File: config.mk
export PLATFORM = sky130hd
export DESIGN_NAME = sac_top
export DESIGN_NICKNAME = d
export VERILOG_FILES = /design/src/design/sac_pkg.sv /design/src/design/sac_sar_if.sv /design/src/design/sac_sar_engine.sv /design/src/design/sac_top.sv
export SDC_FILE = /design/constraint.sdc
export NUM_CORES = 1
export LEC_CHECK = 0
export BUFFER_PORTS_ARGS = -buffer_cell sky130_fd_sc_hd__buf_2
export CAP_MARGIN = 20
export CORE_MARGIN = 1
export CORE_UTILIZATION = 61
export DETAILED_ROUTE_END_ITERATION = 8
export GPL_TIMING_DRIVEN = 0
export PLACE_DENSITY = 0.79
export SYNTH_ARGS = -nofsm -noshare
export SYNTH_HDL_FRONTEND = slang
export SYNTH_SLANG_ARGS = --single-unit
File: constraint.sdc
create_clock -name clk -period 3.2 [get_ports clk]
set_clock_uncertainty 0.1 [all_clocks]
set_input_delay 0.64 -clock clk [delete_from_list [all_inputs] [get_ports clk]]
set_output_delay 0.64 -clock clk [all_outputs]
set_load 0.005 [all_outputs]
File: src/design/sac_pkg.sv
// Constants, register indices and types for the converter control block.
// Assumes a single 50 MHz system clock and byte-wide special function register access.
// Functional notes
// Right justify: result in low twelve bits.
// Right justify: upper nibble sign or zero.
// Left justify: result high, low nibble zero.
// Code scales by two to twelve or eleven.
// Differential results are two's complement values.
// Every result compared against limits, flag set.
// Software writes limits as byte pairs.
// Limit order selects inside or outside window.
// Window flag pollable and usable for interrupts; there is no interrupt output here, only the control register bit.
// Converter runs only while enable is one.
// Start mode selects software, timers or pin.
// Converter clock divided from system clock.
// Completion updates data, clears busy, sets flag.
// Low-power tracking lasts three converter clocks; in pin mode the code instead tracks while the pin is low.
package sac_pkg;
  localparam int RES_BITS = 12;
  localparam int DIV_BITS = 6;
  localparam logic [3:0] IDX_CONTROL = 4'h0;
  localparam logic [3:0] IDX_DATA_HIGH = 4'h1;
  localparam logic [3:0] IDX_DATA_LOW = 4'h2;
  localparam logic [3:0] IDX_CONFIG = 4'h3;
  localparam logic [3:0] IDX_UPPER_HIGH = 4'h4;
  localparam logic [3:0] IDX_UPPER_LOW = 4'h5;
  localparam logic [3:0] IDX_LOWER_HIGH = 4'h6;
  localparam logic [3:0] IDX_LOWER_LOW = 4'h7;
  localparam logic [7:0] CONTROL_RESET = 8'h00;
  localparam logic [7:0] CONFIG_RESET = 8'hF8;
  localparam logic [7:0] DATA_RESET = 8'h00;
  localparam logic [15:0] UPPER_RESET = 16'hFFFF;
  localparam logic [15:0] LOWER_RESET = 16'h0000;
  localparam int B_ENABLE = 7;
  localparam int B_TRACK_MODE = 6;
  localparam int B_DONE = 5;
  localparam int B_BUSY = 4;
  localparam int B_MODE_HI = 3;
  localparam int B_MODE_LO = 2;
  localparam int B_WINDOW = 1;
  localparam int B_LJUST = 0;
  localparam logic [1:0] MODE_SOFTWARE = 2'h0;
  localparam logic [1:0] MODE_TIMER3 = 2'h1;
  localparam logic [1:0] MODE_PIN = 2'h2;
  localparam logic [1:0] MODE_TIMER2 = 2'h3;
  localparam logic [1:0] TRACK_TICKS = 2'h3;
  localparam logic [11:0] SAR_MSB = 12'h800;
  localparam logic [3:0] NIBBLE_ZERO = 4'h0;
  typedef enum {ST_IDLE, ST_TRACK, ST_CONV} sac_state_t;
endpackage

File: src/design/sac_sar_if.sv
// Carrier between the control logic and the successive approximation engine.
// Assumes both ends run on the same system clock.
interface sac_sar_if;
  logic start;
  logic tick;
  logic comp;
  logic done;
  logic [11:0] result;
  logic [11:0] dac_code;
  modport ctrl (output start, output tick, output comp, input done, input result,
    input dac_code);
  modport engine (input start, input tick, input comp, output done, output result,
    output dac_code);
endinterface

File: src/design/sac_sar_engine.sv
// Successive approximation engine: one trial bit per converter clock enable.
// Assumes a synchronised comparator level, high while the input is at or above the trial code.
module sac_sar_engine
  import sac_pkg::*;
(
  input wire logic clk,
  input wire logic srst,
  sac_sar_if.engine bus
);
  logic running;
  logic next_running;
  logic [11:0] trial_bit;
  logic [11:0] next_trial_bit;
  logic [11:0] code;
  logic [11:0] next_code;
  logic done;
  logic next_done;

  // ----------------------------------------
  // Bit trials
  // ----------------------------------------
  always_comb begin
    next_running = running;
    next_trial_bit = trial_bit;
    next_code = code;
    next_done = 1'b0;
    if (bus.start) begin
      next_running = 1'b1;
      next_trial_bit = SAR_MSB;
      next_code = SAR_MSB;
    end else if (running && bus.tick) begin
      if (!bus.comp) begin
        next_code = code & ~trial_bit;
      end
      next_trial_bit = trial_bit >> 1;
      next_code = next_code | (trial_bit >> 1);
      if (trial_bit[0]) begin
        next_running = 1'b0;
        next_done = 1'b1;
      end
    end
  end

  always_ff @(posedge clk) begin
    if (srst) begin
      running <= 1'b0;
      trial_bit <= '0;
      code <= '0;
      done <= 1'b0;
    end else begin
      running <= next_running;
      trial_bit <= next_trial_bit;
      code <= next_code;
      done <= next_done;
    end
  end

  assign bus.done = done;
  assign bus.result = code;
  assign bus.dac_code = code;
endmodule

File: src/design/sac_top.sv
// Converter control: registers, start selection, tracking, formatting, window detector.
// Assumes timer overflows are one-cycle pulses on clk; pins arrive asynchronously.
module sac_top
  import sac_pkg::*;
(
  input wire logic clk,
  input wire logic srst,
  input wire logic [3:0] reg_sel,
  input wire logic reg_wr,
  input wire logic [7:0] reg_wdata,
  output logic [7:0] reg_rdata,
  input wire logic timer2_overflow,
  input wire logic timer3_overflow,
  input wire logic external_start_pin,
  input wire logic comparator_in,
  input wire logic differential_reading,
  output logic analog_enable,
  output logic track_enable,
  output logic [2:0] pga_gain,
  output logic [11:0] dac_code
);
  sac_sar_if bus ();

  sac_sar_engine u_engine (
    .clk(clk),
    .srst(srst),
    .bus(bus)
  );

  // ----------------------------------------
  // Pin synchronisers
  // ----------------------------------------
  logic pin_s1;
  logic pin_s2;
  logic pin_s3;
  logic comp_s1;
  logic comp_s2;

  always_ff @(posedge clk) begin
    if (srst) begin
      pin_s1 <= 1'b1;
      pin_s2 <= 1'b1;
      pin_s3 <= 1'b1;
      comp_s1 <= 1'b0;
      comp_s2 <= 1'b0;
    end else begin
      pin_s1 <= external_start_pin;
      pin_s2 <= pin_s1;
      pin_s3 <= pin_s2;
      comp_s1 <= comparator_in;
      comp_s2 <= comp_s1;
    end
  end

  logic pin_rise;
  assign pin_rise = pin_s2 && !pin_s3;
  assign bus.comp = comp_s2;

  // ----------------------------------------
  // Registers and control state
  // ----------------------------------------
  logic [7:0] control;
  logic [7:0] next_control;
  logic [7:0] config_reg;
  logic [7:0] next_config_reg;
  logic [7:0] data_high;
  logic [7:0] next_data_high;
  logic [7:0] data_low;
  logic [7:0] next_data_low;
  logic [15:0] upper_limit;
  logic [15:0] next_upper_limit;
  logic [15:0] lower_limit;
  logic [15:0] next_lower_limit;
  logic [7:0] next_reg_rdata;
  sac_state_t state;
  sac_state_t next_state;
  logic [1:0] track_cnt;
  logic [1:0] next_track_cnt;
  logic [DIV_BITS-1:0] div_cnt;
  logic [DIV_BITS-1:0] next_div_cnt;
  logic tick;
  logic next_tick;
  logic start;
  logic next_start;
  logic next_analog_enable;
  logic next_track_enable;

  logic [1:0] mode;
  logic sw_start;
  logic trigger;
  logic [11:0] value;
  logic [15:0] word;
  logic above;
  logic below;
  logic win_hit;
  logic [4:0] divider;

  assign mode = control[B_MODE_HI:B_MODE_LO];
  assign divider = config_reg[7:3];
  assign sw_start = reg_wr && (reg_sel == IDX_CONTROL) && reg_wdata[B_BUSY];

  // ----------------------------------------
  // Result formatting and window compare
  // ----------------------------------------
  always_comb begin
    // Offset binary from the engine becomes two's complement for differential pairs.
    value = differential_reading ? (bus.result ^ SAR_MSB) : bus.result;
    if (control[B_LJUST]) begin
      word = {value, NIBBLE_ZERO};
    end else if (differential_reading) begin
      word = {{4{value[RES_BITS-1]}}, value};
    end else begin
      word = {NIBBLE_ZERO, value};
    end
    if (differential_reading) begin
      above = $signed(word) > $signed(upper_limit);
      below = $signed(word) < $signed(lower_limit);
      win_hit = ($signed(lower_limit) > $signed(upper_limit)) ? (above && below)
                                                              : (above || below);
    end else begin
      above = word > upper_limit;
      below = word < lower_limit;
      win_hit = (lower_limit > upper_limit) ? (above && below) : (above || below);
    end
  end

  always_comb begin
    case (mode)
      MODE_SOFTWARE: trigger = sw_start;
      MODE_TIMER3: trigger = timer3_overflow;
      MODE_PIN: trigger = pin_rise;
      default: trigger = timer2_overflow;
    endcase
  end

  // ----------------------------------------
  // Next-state logic
  // ----------------------------------------
  always_comb begin
    next_control = control;
    next_config_reg = config_reg;
    next_data_high = data_high;
    next_data_low = data_low;
    next_upper_limit = upper_limit;
    next_lower_limit = lower_limit;
    next_state = state;
    next_track_cnt = track_cnt;
    next_start = 1'b0;
    if (reg_wr) begin
      case (reg_sel)
        IDX_CONTROL: next_control = {reg_wdata[7:5], control[B_BUSY], reg_wdata[3:0]};
        IDX_CONFIG: next_config_reg = reg_wdata;
        IDX_DATA_HIGH: next_data_high = reg_wdata;
        IDX_DATA_LOW: next_data_low = reg_wdata;
        IDX_UPPER_HIGH: next_upper_limit[15:8] = reg_wdata;
        IDX_UPPER_LOW: next_upper_limit[7:0] = reg_wdata;
        IDX_LOWER_HIGH: next_lower_limit[15:8] = reg_wdata;
        IDX_LOWER_LOW: next_lower_limit[7:0] = reg_wdata;
        default: next_control = control;
      endcase
    end
    case (state)
      ST_IDLE: begin
        if (control[B_ENABLE] && trigger) begin
          next_control[B_BUSY] = 1'b1;
          if (control[B_TRACK_MODE] && (mode != MODE_PIN)) begin
            next_state = ST_TRACK;
            next_track_cnt = '0;
          end else begin
            next_state = ST_CONV;
            next_start = 1'b1;
          end
        end
      end
      ST_TRACK: begin
        if (tick) begin
          next_track_cnt = track_cnt + 1'b1;
          if (track_cnt == TRACK_TICKS - 1'b1) begin
            next_state = ST_CONV;
            next_start = 1'b1;
          end
        end
      end
      ST_CONV: begin
        if (bus.done) begin
          next_state = ST_IDLE;
          next_control[B_BUSY] = 1'b0;
          next_control[B_DONE] = 1'b1;
          if (win_hit) begin
            next_control[B_WINDOW] = 1'b1;
          end
          next_data_high = word[15:8];
          next_data_low = word[7:0];
        end
      end
      default: next_state = ST_IDLE;
    endcase
    if (!next_control[B_ENABLE]) begin
      next_state = ST_IDLE;
      next_control[B_BUSY] = 1'b0;
      next_start = 1'b0;
    end
    // A start restarts the converter clock so that, with a nonzero divider, the first trial sees a settled comparator.
    if ((div_cnt == '0) || next_start) begin
      next_div_cnt = {divider, 1'b1};
    end else begin
      next_div_cnt = div_cnt - 1'b1;
    end
    next_tick = ((div_cnt == '0) || (divider == '0)) && !next_start;
    next_analog_enable = next_control[B_ENABLE];
    if (!next_control[B_ENABLE]) begin
      next_track_enable = 1'b0;
    end else if (next_state == ST_IDLE) begin
      next_track_enable = !next_control[B_TRACK_MODE] ||
                          ((next_control[B_MODE_HI:B_MODE_LO] == MODE_PIN) && !pin_s2);
    end else begin
      next_track_enable = (next_state == ST_TRACK);
    end
    case (reg_sel)
      IDX_CONTROL: next_reg_rdata = control;
      IDX_CONFIG: next_reg_rdata = config_reg;
      IDX_DATA_HIGH: next_reg_rdata = data_high;
      IDX_DATA_LOW: next_reg_rdata = data_low;
      IDX_UPPER_HIGH: next_reg_rdata = upper_limit[15:8];
      IDX_UPPER_LOW: next_reg_rdata = upper_limit[7:0];
      IDX_LOWER_HIGH: next_reg_rdata = lower_limit[15:8];
      IDX_LOWER_LOW: next_reg_rdata = lower_limit[7:0];
      default: next_reg_rdata = 8'h00;
    endcase
  end

  always_ff @(posedge clk) begin
    if (srst) begin
      control <= CONTROL_RESET;
      config_reg <= CONFIG_RESET;
      data_high <= DATA_RESET;
      data_low <= DATA_RESET;
      upper_limit <= UPPER_RESET;
      lower_limit <= LOWER_RESET;
      state <= ST_IDLE;
      track_cnt <= '0;
      div_cnt <= '0;
      tick <= 1'b0;
      start <= 1'b0;
      analog_enable <= 1'b0;
      track_enable <= 1'b0;
      reg_rdata <= 8'h00;
      pga_gain <= CONFIG_RESET[2:0];
    end else begin
      control <= next_control;
      config_reg <= next_config_reg;
      data_high <= next_data_high;
      data_low <= next_data_low;
      upper_limit <= next_upper_limit;
      lower_limit <= next_lower_limit;
      state <= next_state;
      track_cnt <= next_track_cnt;
      div_cnt <= next_div_cnt;
      tick <= next_tick;
      start <= next_start;
      analog_enable <= next_analog_enable;
      track_enable <= next_track_enable;
      reg_rdata <= next_reg_rdata;
      pga_gain <= next_config_reg[2:0];
    end
  end

  assign bus.start = start;
  assign bus.tick = tick;
  assign dac_code = bus.dac_code;

  // ----------------------------------------
  // Checks
  // ----------------------------------------
  logic cpl;
  assign cpl = (state == ST_CONV) && bus.done && control[B_ENABLE];

  a_done_sets_flag: assert property (@(posedge clk) disable iff (srst)
    cpl && !reg_wr |=> control[B_DONE] && !control[B_BUSY]) else $error("done flag missing");
  a_rjust_low: assert property (@(posedge clk) disable iff (srst)
    cpl && !control[B_LJUST] && !reg_wr |=> data_low == $past(value[7:0]))
    else $error("right justified low byte wrong");
  a_rjust_sign: assert property (@(posedge clk) disable iff (srst)
    cpl && !control[B_LJUST] && !reg_wr |=>
    data_high[7:4] == ($past(differential_reading) ? {4{$past(value[11])}} : 4'h0))
    else $error("right justified upper nibble wrong");
  a_ljust_layout: assert property (@(posedge clk) disable iff (srst)
    cpl && control[B_LJUST] && !reg_wr |=>
    data_low[3:0] == 4'h0 && data_high == $past(value[11:4])) else $error("left justify wrong");
  a_window_set: assert property (@(posedge clk) disable iff (srst)
    cpl && win_hit |=> control[B_WINDOW]) else $error("window flag missing");
  a_off_idle: assert property (@(posedge clk) disable iff (srst)
    !control[B_ENABLE] |-> state == ST_IDLE && !analog_enable) else $error("runs while off");
  a_sw_start: assert property (@(posedge clk) disable iff (srst)
    state == ST_IDLE && control[B_ENABLE] && mode == MODE_SOFTWARE && sw_start &&
    reg_wdata[B_ENABLE] |=> control[B_BUSY] && state != ST_IDLE) else $error("no start");
  a_div_gap: assert property (@(posedge clk) disable iff (srst)
    tick && divider != 5'h00 && $stable(divider) |=> !tick) else $error("divider too fast");
  a_track_conv: assert property (@(posedge clk) disable iff (srst)
    state == ST_TRACK && tick && track_cnt == 2'h2 && control[B_ENABLE] && !reg_wr
    |=> state == ST_CONV && start) else $error("tracking length wrong");
endmodule

==> impl_results.md, run 1 <==
- CTS tree: yes
- Ports: 45
- Area Growth Syn to Fin: 14.5%
- Number of distinct library cells after synthesis: 60
- Vias: around 6,100
- DRC: 0
- Startpoint Class: flop
- Total chip power: roughly 4200 uW
- CP Max Fanout: 4
- Start point of the critical path: u_engine.bus.dac_code[11]
- TritonRoute pass-1 iters: 6
- Avg Inst Size Synth: 9.10 um2
- Pwr dens: 526 nW/um2
- Grt met1 use: just over 40%
- Total GRT Usage: 34.3%
- Met2 usage: 56.3%
- Max_slew headroom: ~46%
- Syn Inst Count: approximately 770
- Post-CTS Setup Bufs: 0
- Post-Route WL: about 19,000 um
- Detail Route Antenna Nets: 0
- Fraction of registers with async set/reset: 0%
- CTS buffer count: 17
- CP Capture Point: control[1]
- Finished Layout Cells: between 1,000 and 1,500
- Reg-to-Reg Start: u_engine.bus.dac_code[11]
- Sum of negative setup slack: 0 ns
- Reg with most FFs: state
- Reg2Reg Setup Slack: around 0.13 ns
- Post-synth EDFFs: 0
- Max Clock Freq: between 300 and 400 MHz
- Number of synthesized register bits: around 150
- Die height: ~110 um
- Dpl hpwl: 14,000 um
- H-tree depth: 4
- Core area: roughly 11,000 um2
- Area leader, netlist: dfxtp_1
- Total number of yosys warnings: 0
- Status: finished, final reports clean
- Reg-to-reg endpoint: control[1]
- Critical Path Sink Type: flop
- Pin count of the biggest net entering global routing: 17
- Skew-Pair Late Insertion Delay: ~0.43 ns
- Initial Util: approximately 63%
- Nets: 922
- Maximum clock path buffer count: 2
- Top cells by area, synth: dfxtp_1 (42%), ha_1 (9.1%), mux2i_1 (6.9%)
- Fin. Hold Viols: 0
- Total global routing overflow: 0
- Clock tree sinks: 146
- Pins over their slew limit: 0
- Worst VDD drop: around 0.51 mV
- GR peak layer: met2
- Die Wd: ~110 um
- Antenna diodes: 0
- Fin crit period: between 3 and 4 ns
- Cell Area, Synth: about 7000 um2
- Via density: 6.05
- CTS root buf: clkbuf_16
- Critical path data required time: 3.41 ns
- Slew @ Worst Pin: about 0.8 ns
- Worst Hold Class: input pin to flop
- Die footprint: ~12,000 um2
- Max FFs per register: 32
- GR met3 Demand/Resource: under 10%
- Layout cells sized above 1: about an eighth
- FP Rows: 38
- Period utilization: a little over nine tenths
- Seq/Total Area, Yosys: around two fifths
- Vias in the first global route: between 5,000 and 6,000
- Biggest regs: state (32), lower_limit (16), upper_limit (16)
- Clock transition at path regs: roughly 0.07 ns
- Post-synth top area share: 41.7%
- Reg2Reg Depth: 12
- Drt first-iter violations: roughly 660
- WP data arrival: between 3 and 4 ns
- Final setup vio count: 0
- Pleak: 0.00362 uW
- RePlAce Congestion: between 0.9 and 1
- Top_reg_cell synth: dfxtp_1
- # placed instances: between 900 and 1,000
- WL per Instance: 19.2 um
- Crit path kind: flop to flop
- RSZ-0062 raised after global routing: false
- First-pass GRT wire length: between 30,000 and 40,000 um
- Initial antenna violation count: 1
- Port-buffer cells: 35
- Max-cap viol count: 0
- Worst hold path depth: 2
## what timing repair did
item | CTS | global route
resized for setup | 2 | 6
hold buffers | 0 | 0
setup endpoints to repair | 1 | 1
## synthesized netlist by cell type (12+ instances only)
cell	count
a211o_1	19
a211oi_1	15
a21oi_1	54
clkbuf_1	34
dfxtp_1	146
ha_1	51
inv_1	48
mux2i_1	48
mux4_2	12
nand2_1	104
nor2_1	84
nor2b_1	12
o21ai_0	15
## layout by cell type (no fill, tap or decap), types with 3 or more instances in the layout
| cell | Yosys | final |
|---|---|---|
| nand4_1 | 8 | 8 |
| clkbuf_16 | 0 | 17 |
| a211oi_2 | 5 | 5 |
| or2_2 | 5 | 5 |
| nor4_1 | 8 | 8 |
| inv_6 | 0 | 5 |
| and2_1 | 3 | 3 |
| nor3_1 | 6 | 6 |
| and3_1 | 4 | 4 |
| buf_2 | 3 | 38 |
| inv_1 | 48 | 48 |
| inv_8 | 0 | 3 |
| mux2i_1 | 48 | 48 |
| mux2_2 | 11 | 11 |
| a211o_1 | 19 | 19 |
| buf_4 | 3 | 3 |
| dfxtp_1 | 146 | 145 |
| nor2_1 | 84 | 84 |
| mux4_2 | 12 | 12 |
| clkbuf_1 | 34 | 32 |
| nand3b_1 | 5 | 5 |
| nor2b_1 | 12 | 11 |
| nand2b_1 | 5 | 5 |
| a211oi_1 | 15 | 15 |
| o211ai_1 | 3 | 3 |
| a21oi_1 | 54 | 54 |
| ha_1 | 51 | 51 |
| buf_1 | 3 | 3 |
| conb_1 | 1 | 30 |
| o21ai_0 | 15 | 14 |
| nand3_1 | 8 | 8 |
| xor2_1 | 3 | 3 |
| or3_1 | 4 | 4 |
| nand2_1 | 104 | 104 |
| o22ai_1 | 5 | 5 |
## routing by layer
layer,routed length (um),up-vias,part of all wire [%]
li1,-,2807,-
met1,7520,2824,39
met2,8920,356,46
met3,1890,82,9.8
met4,866,2,4.5
met5,13,-,0.068
## through the flow
| stage | area [um2] | utilization [%] | worst slack, ns | hold WS (ns) |
|---|---|---|---|---|
| floorplan | 7110 | - | 0.291 | 0.289 |
| finish | 8010 | 72.7 | 0.131 | 0.291 |
| global route | 8010 | 72.7 | 0.0185 | 0.301 |
| CTS | 8000 | 72.6 | 0.0164 | 0.292 |
| global placement | 7460 | 67.6 | -0.194 | 0.293 |
| detailed placement | 7460 | 67.6 | -0.240 | 0.296 |
## cells by family after synthesis
kind of cell / share of synthesized area (%)
other cells: 0.0536
fa+ha+maj: 9.40
xor+xnor: 0.626
flops: 41.7
buf+inv: 5.25
simple gates: 17.2
compound gates: 13.2
mux: 12.5
## worst max-delay path: stages, from the launching register on
cell	delay [ns]
dfxtp_1	0.38
inv_1	0.07
ha_1	0.29
o21ai_0	0.55
ha_1	0.28
nand2_1	0.08
nor2_1	0.09
and3_1	0.21
inv_1	0.06
a41o_1	0.23
maj3_1	0.39
a21oi_1	0.13
o21ai_0	0.09
## worst min path at each step
stage | slack [ns] | from | endpoint
6_report | 0.29 | external_start_pin | pin_s1
5_1_grt | 0.30 | external_start_pin | pin_s1
4_1_cts | 0.29 | external_start_pin | pin_s1
3_5_place_dp | 0.30 | pin_s1 | pin_s2
3_3_place_gp | 0.29 | pin_s1 | pin_s2
2_1_floorplan | 0.29 | pin_s1 | pin_s2
## report_power, final
group | internal (uW) | total, uW | switching [uW] | leakage [uW]
clock | 1010 | 1850 | 842 | 0.000267
sequential | 1890 | 1940 | 52.8 | 0.00119
combinational | 181 | 418 | 237 | 0.00216
total | 3080 | 4220 | 1130 | 0.00362
## cell type report
cell class	instances	area [um2]
Multi-Input combinational cell	560	3820
Fill cell	839	3020
Sequential cell	146	2930
Clock buffer	17	425
Buffer	43	188
Inverter	48	180
Timing Repair Buffer	35	175
Tap cell	140	175
Clock inverter	14	120
Note: power is estimated with default switching activity, not from simulation.
==> inputs of run 2 (changes only) <==
--- a/config.mk
+++ b/config.mk
@@ -10,7 +10,6 @@
 export CORE_MARGIN = 1
 export CORE_UTILIZATION = 61
 export DETAILED_ROUTE_END_ITERATION = 8
-export GPL_TIMING_DRIVEN = 0
 export PLACE_DENSITY = 0.79
 export SYNTH_ARGS = -nofsm -noshare
 export SYNTH_HDL_FRONTEND = slang
==> run 2 against run 1 <==
Against the previous run: first-iteration DRC count down 9.0%; critical path depth decreased by 1; non-clock buffer count down 20; sequential cell count unchanged; maximum frequency is 6.3% higher; cell count decreased by 1.9%; combinational power is 4% lower; clock power barely moved; global-route usage is 1.6 points lower; die area unchanged; critical path type unchanged; largest cell class unchanged; largest power group unchanged.
==> impl_results.md, run 2 (same netlist as run 1, synthesis figures left out) <==
- Critical path data required time: 3.42 ns (was 3.41 ns)
- Reg-to-Reg Start: control[0] (was u_engine.bus.dac_code[11])
- Routed wl met3: 1350 um (was 1890 um)
- FP Rows: 38 (unchanged)
- Area Growth Syn to Fin: 13.9% (was 14.5%)
- Finished Layout Cells: 984 (was 1,003)
- CP Max Fanout: 10 (was 4)
- CTS root buf: clkbuf_16 (unchanged)
- Die height: 109 um (unchanged)
- Period utilization: 90.2% (was 95.9%)
- Worst Hold Launch: external_start_pin (unchanged)
- Initial Util: 63.5% (unchanged)
- Fin crit period: 2.89 ns (was 3.07 ns)
- Reg2Reg Setup Slack: 0.31 ns (was 0.13 ns)
- Pleak: 0.00365 uW (was 0.00362 uW)
- TritonRoute pass-1 iters: 5 (was 6)
- Slew @ Worst Pin: 0.802 ns (was 0.808 ns)
- RSZ-0062 raised after global routing: false (unchanged)
- Crit path kind: flop to flop (unchanged)
- H-tree depth: 4 (unchanged)
- CTS resizes: 0 (was 2)
- Final core utilization: 72.3% (was 72.7%)
- Pin count of the biggest net entering global routing: 38 (was 17)
- Fin. Hold Viols: 0 (unchanged)
- Dpl hpwl: 13,500 um (was 14,000 um)
- WP data arrival: 3.11 ns (was 3.28 ns)
- Vias in the first global route: 5,609 (was 5,970)
- Pre-CTS setup slack: 0.0768 ns (was -0.240 ns)
- DRC: 0 (unchanged)
- Max-cap viol count: 0 (unchanged)
- Biggest regs: state (32), lower_limit (16), upper_limit (16) (unchanged)
- Detail Route Antenna Nets: 0 (unchanged)
- Setup WS post-layout: 0.312 ns (was 0.131 ns)
- RePlAce Congestion: 0.925 (was 0.955)
- Port-buffer cells: 44 (was 35)
- Met1 wire length: 7750 um (was 7520 um)
- Layout cells sized above 1: 15.2% (was 13.2%)
- Worst hold path depth: 2 (unchanged)
- Reg2Reg Depth: 11 (was 12)
- Max_slew headroom: 46.3% (was 45.8%)
- Worst VDD drop: 0.570 mV (was 0.507 mV)
- Reg with most FFs: state (unchanged)
- Commonest cells after routing, fill and taps aside: dfxtp_1 (145), nand2_1 (104), nor2_1 (84) (unchanged)
- Maximum clock path buffer count: 2 (unchanged)
- Pwr dens: 527 nW/um2 (was 526 nW/um2)
- Pins over their slew limit: 0 (unchanged)
- Drt first-iter violations: 604 (was 664)
- # placed instances: 952 (was 973)
- Max Clock Freq: 346 MHz (was 326 MHz)
- Core area: 11,000 um2 (unchanged)
- Total global routing overflow: 0 (unchanged)
- Die footprint: 11,900 um2 (unchanged)
- Worst hold endpoint: pin_s1 (unchanged)
- Via density: 5.89 (was 6.05)
- Worst Hold Class: input pin to flop (unchanged)
- Antenna diodes: 0 (unchanged)
- Post-Route WL: 18,300 um (was 19,200 um)
- Final setup vio count: 0 (unchanged)
- Startpoint Class: flop (unchanged)
- Reg-to-reg endpoint: control[1] (unchanged)
- Total GRT Usage: 32.7% (was 34.3%)
- Clock transition at path regs: 0.07 ns (about the same)
- Status: finished, final reports clean (unchanged)
- First-pass GRT wire length: 28,500 um (was 30,200 um)
- Initial antenna violation count: 0 (was 1)
- Skew-Pair Late Insertion Delay: 0.43 ns (about the same)
- Post-CTS Setup Bufs: 0 (unchanged)
- Sum of negative setup slack: 0 ns (unchanged)
- Commonest non-fill, non-tap cell in the layout: dfxtp_1 (unchanged)
- Clock tree sinks: 146 (unchanged)
- Nets: 902 (was 922)
- Met2 wire len: 8680 um (was 8920 um)
- Hold WS: 0.292 ns (was 0.291 ns)
- WL per Instance: 18.6 um (was 19.2 um)
- Max FFs per register: 32 (unchanged)
- Highest metal used: met4 (was met5)
- CTS tree: yes (unchanged)
- Hold_buf cts: 0 (unchanged)
- Die Wd: 109 um (unchanged)
- Critical Path Sink Type: flop (unchanged)
- Vias: 5,793 (was 6,071)
- CTS buffer count: 17 (unchanged)
- Ports: 45 (unchanged)
[run 2: layer usage]
metal / vias to the layer above / GRT usage, %
met1: 2729 / 40.4
met3: 39 / 6.99
li1: 2775 / -
met2: 250 / 54.8
met5: - / 0
met4: 0 / 14.3
[run 2: worst max-delay path, stage by stage (launching register included)]
cell and delay (ns):
dfxtp_2 0.38, buf_4 0.17, nor2b_1 0.31, ha_1 0.32
nor2b_1 0.14, o211a_1 0.23, o211ai_1 0.19, nand4b_1 0.14
a41o_1 0.25, maj3_1 0.35, a21oi_1 0.11, o21ai_0 0.08
[run 2: per-stage QoR]
step           cell area, um2  power (uW)
2_1_floorplan            7110        2280
3_3_place_gp             7420        2350
3_5_place_dp             7420        2370
4_1_cts                  7970        4220
5_1_grt                  7970        4350
6_report                 7970        4200
[run 2: area by class of cell]
| type | instances | area, um2 |
|---|---|---|
| clock buffers | 18 | 429 |
| clock inverters | 14 | 119 |
| fillers | 824 | 3060 |
| inverters | 48 | 180 |
| multi-input cells | 560 | 3820 |
| flip-flops and latches | 146 | 2920 |
| well taps | 140 | 175 |
| repair buffers | 58 | 325 |
[run 2: how the worst max path moves through the flow]
stage          cells after the start                 start    endpoint  slack [ns]
6_report                          11            control[0]  control[1]        0.31
5_1_grt                           11            control[0]  control[1]        0.13
4_1_cts                            9            control[0]  control[1]        0.23
3_5_place_dp                      12  differential_reading  control[1]        0.08
3_3_place_gp                      12  differential_reading  control[1]        0.09
2_1_floorplan                     12            control[0]  control[1]        0.29
[run 2: where the power goes]
part	switching [uW]	internal, uW
clock	841	1020
combinational	228	173
sequential	49.0	1890
==> inputs of run 3 (changes only) <==
--- a/config.mk
+++ b/config.mk
@@ -11,6 +11,7 @@
 export CORE_UTILIZATION = 61
 export DETAILED_ROUTE_END_ITERATION = 8
 export PLACE_DENSITY = 0.79
+export SETUP_SLACK_MARGIN = 0.5
 export SYNTH_ARGS = -nofsm -noshare
 export SYNTH_HDL_FRONTEND = slang
 export SYNTH_SLANG_ARGS = --single-unit
==> run 3 against run 2 <==
Against the previous run: count of clock-buffer cells in the layout increased by 1; worst setup slack improved by 0.22 ns; cell count is 0.51% higher; hold slack worse by 0.0015 ns; maximum frequency is 8.1% higher; non-clock buffer count is 5 higher; die area unchanged; critical path depth decreased by 2; first-iteration DRC count up 4.1%; critical path type unchanged; highest routed layer unchanged.
==> impl_results.md, run 3 (same netlist as run 1, synthesis figures left out) <==
- Worst Hold Class: input pin to flop (unchanged)
- CP Max Fanout: 6 (was 10)
- Slew @ Worst Pin: 0.799 ns (was 0.802 ns)
- Critical path data required time: 3.46 ns (was 3.42 ns)
- CP delay by family, top: compound AO/OA/AOI/OAI gates (unchanged)
- Max_slew headroom: 46.5% (was 46.3%)
- CTS tree: yes (unchanged)
- Ports: 45 (unchanged)
- Antenna diodes: 0 (unchanged)
- Post-Route WL: 19,500 um (was 18,300 um)
- Setup WS post-layout: 0.528 ns (was 0.312 ns)
- Critical Path Sink Type: flop (unchanged)
- Maximum clock path buffer count: 2 (unchanged)
- Pwr dens: 538 nW/um2 (was 527 nW/um2)
- Highest metal used: met4 (unchanged)
- RSZ-0062 raised after global routing: true (was false)
- Crit path buffers/inverters: 0 (was 1)
- Fin. Hold Viols: 0 (unchanged)
- Routed wl met3: 1700 um (was 1350 um)
- Sum of negative setup slack: 0 ns (unchanged)
- Initial antenna violation count: 0 (unchanged)
- Max incr delay on CP: 0.42 ns (was 0.38 ns)
- Commonest cells after routing, fill and taps aside: dfxtp_1 (144), nand2_1 (99), nor2_1 (83) (was dfxtp_1 (145), nand2_1 (104), nor2_1 (84))
- WL per Instance: 19.7 um (was 18.6 um)
- Max FFs per register: 32 (unchanged)
- Detail Route Antenna Nets: 0 (unchanged)
- Total global routing overflow: 0 (unchanged)
- Status: finished, final reports clean (unchanged)
- Nets: 907 (was 902)
- Pin count of the biggest net entering global routing: 50 (was 38)
- Skew-Pair Late Insertion Delay: 0.43 ns (about the same)
- Drt first-iter violations: 629 (was 604)
- Startpoint Class: flop (unchanged)
- Total GRT Usage: 34.4% (was 32.7%)
- Layout cells sized above 1: 20.4% (was 15.2%)
- Initial Util: 63.5% (unchanged)
- Port-buffer cells: 44 (unchanged)
- WP data arrival: 2.94 ns (was 3.11 ns)
- Period utilization: 83.5% (was 90.2%)
- Hold WS: 0.290 ns (was 0.292 ns)
- CTS root buf: clkbuf_16 (unchanged)
- Die height: 109 um (unchanged)
- Vias: 5,993 (was 5,793)
- Worst-path cell chain: mux2_4, ha_1, a211o_1, o2111ai_1, o21ai_1, a21oi_2, xor2_1, maj3_1, o21ai_1 (was buf_4, nor2b_1, ha_1, nor2b_1, o211a_1, o211ai_1, nand4b_1, a41o_1, maj3_1, a21oi_1, o21ai_0)
- DRC: 0 (unchanged)
- Final setup vio count: 0 (unchanged)
- Vias in the first global route: 5,960 (was 5,609)
- Die Wd: 109 um (unchanged)
- Area Growth Syn to Fin: 20.2% (was 13.9%)
- Biggest regs: state (32), lower_limit (16), upper_limit (16) (unchanged)
- Met1 wire length: 7830 um (was 7750 um)
- Fin crit period: 2.67 ns (was 2.89 ns)
- Pleak: 0.00372 uW (was 0.00365 uW)
- Max-cap viol count: 0 (unchanged)
- Worst VDD drop: 0.546 mV (was 0.570 mV)
- TritonRoute pass-1 iters: 5 (unchanged)
- Core area: 11,000 um2 (unchanged)
- FP Rows: 38 (unchanged)
- Commonest non-fill, non-tap cell in the layout: dfxtp_1 (unchanged)
- Dpl hpwl: 13,500 um (about the same)
- FILL cells: 789 (was 824)
- Slowest CP cell: dfxtp_4 (was dfxtp_2)
- Pre-CTS setup slack: 0.0533 ns (was 0.0768 ns)
- Crit path kind: flop to flop (unchanged)
- Via density: 6.06 (was 5.89)
- Max Clock Freq: 374 MHz (was 346 MHz)
- Pins over their slew limit: 0 (unchanged)
- Finished Layout Cells: 989 (was 984)
- Total chip power: 4520 uW (was 4200 uW)
- Reg with most FFs: state (unchanged)
- CP dominant cell by count: o21ai_1 (was nor2b_1)
- First-pass GRT wire length: 30,400 um (was 28,500 um)
- Clock tree sinks: 146 (unchanged)
- Met2 wire len: 9120 um (was 8680 um)
- Clock transition at path regs: 0.06 ns (was 0.07 ns)
- # placed instances: 947 (was 952)
- RePlAce Congestion: 0.974 (was 0.925)
- H-tree depth: 4 (unchanged)
- CTS buffer count: 17 (unchanged)
- Die footprint: 11,900 um2 (unchanged)
==> run 3: cell count changes in the layout (fill, tap and decap cells not counted), moves of 5 or more <==
cell | before | now
nand2_1 | 104 | 99
o21ai_0 | 15 | 8
ha_4 | 0 | 12
o21ai_1 | 0 | 5
ha_1 | 51 | 38
==> run 3: area by class of cell <==
class / count / area, um2 / share of cell area (%)
clock inverters: 13 / 195 / 2.32
well taps: 140 / 175 / 2.08
inverters: 48 / 185 / 2.20
clock buffers: 19 / 443 / 5.26
multi-input cells: 560 / 4100 / 48.8
repair buffers: 63 / 387 / 4.59
flip-flops and latches: 146 / 2930 / 34.8
==> run 3: metrics by stage <==
stage,cell area (um2),utilization (%)
after floorplan,7140,-
after global placement,7420,67.3
after detailed placement,7420,67.3
after CTS,8130,73.7
after global routing,8420,76.3
final,8420,76.3
==> run 3: timing repair <==
action / 4_1_cts / 5_1_grt
gates resized for setup: 16 / 45
cloned: 0 / 0
pin swaps: 5 / 15
hold endpoints to repair: 0 / 0
setup buffers: 5 / 5
hold buffers: 0 / 0
endpoints found under the setup margin: 1 / 3
==> run 3: per-layer routing <==
| layer | up-vias | track usage [%] |
|---|---|---|
| li1 | 2784 | - |
| met1 | 2848 | 42.8 |
| met2 | 296 | 55.0 |
| met3 | 65 | 8.43 |
| met4 | 0 | 18.0 |
| met5 | - | 0 |
==> run 3: final timing paths <==
| kind | depth (start not counted) | slack, ns | end | startpoint |
|---|---|---|---|---|
| setup / recovery | 9 | 0.53 | control[1] | control[0] |
| hold / removal | 2 | 0.29 | pin_s1 | external_start_pin |
| setup reg to reg | 9 | 0.53 | control[1] | control[0] |
| hold reg to reg | 1 | 0.31 | pin_s2 | pin_s1 |
==> run 3: report_power, final <==
part	total (uW)	leakage, uW	switching (uW)	internal [uW]
Clock	2150	0.000313	812	1340
Combinational	430	0.00221	241	188
Sequential	1940	0.00119	51.5	1890
Total	4520	0.00372	1110	3420
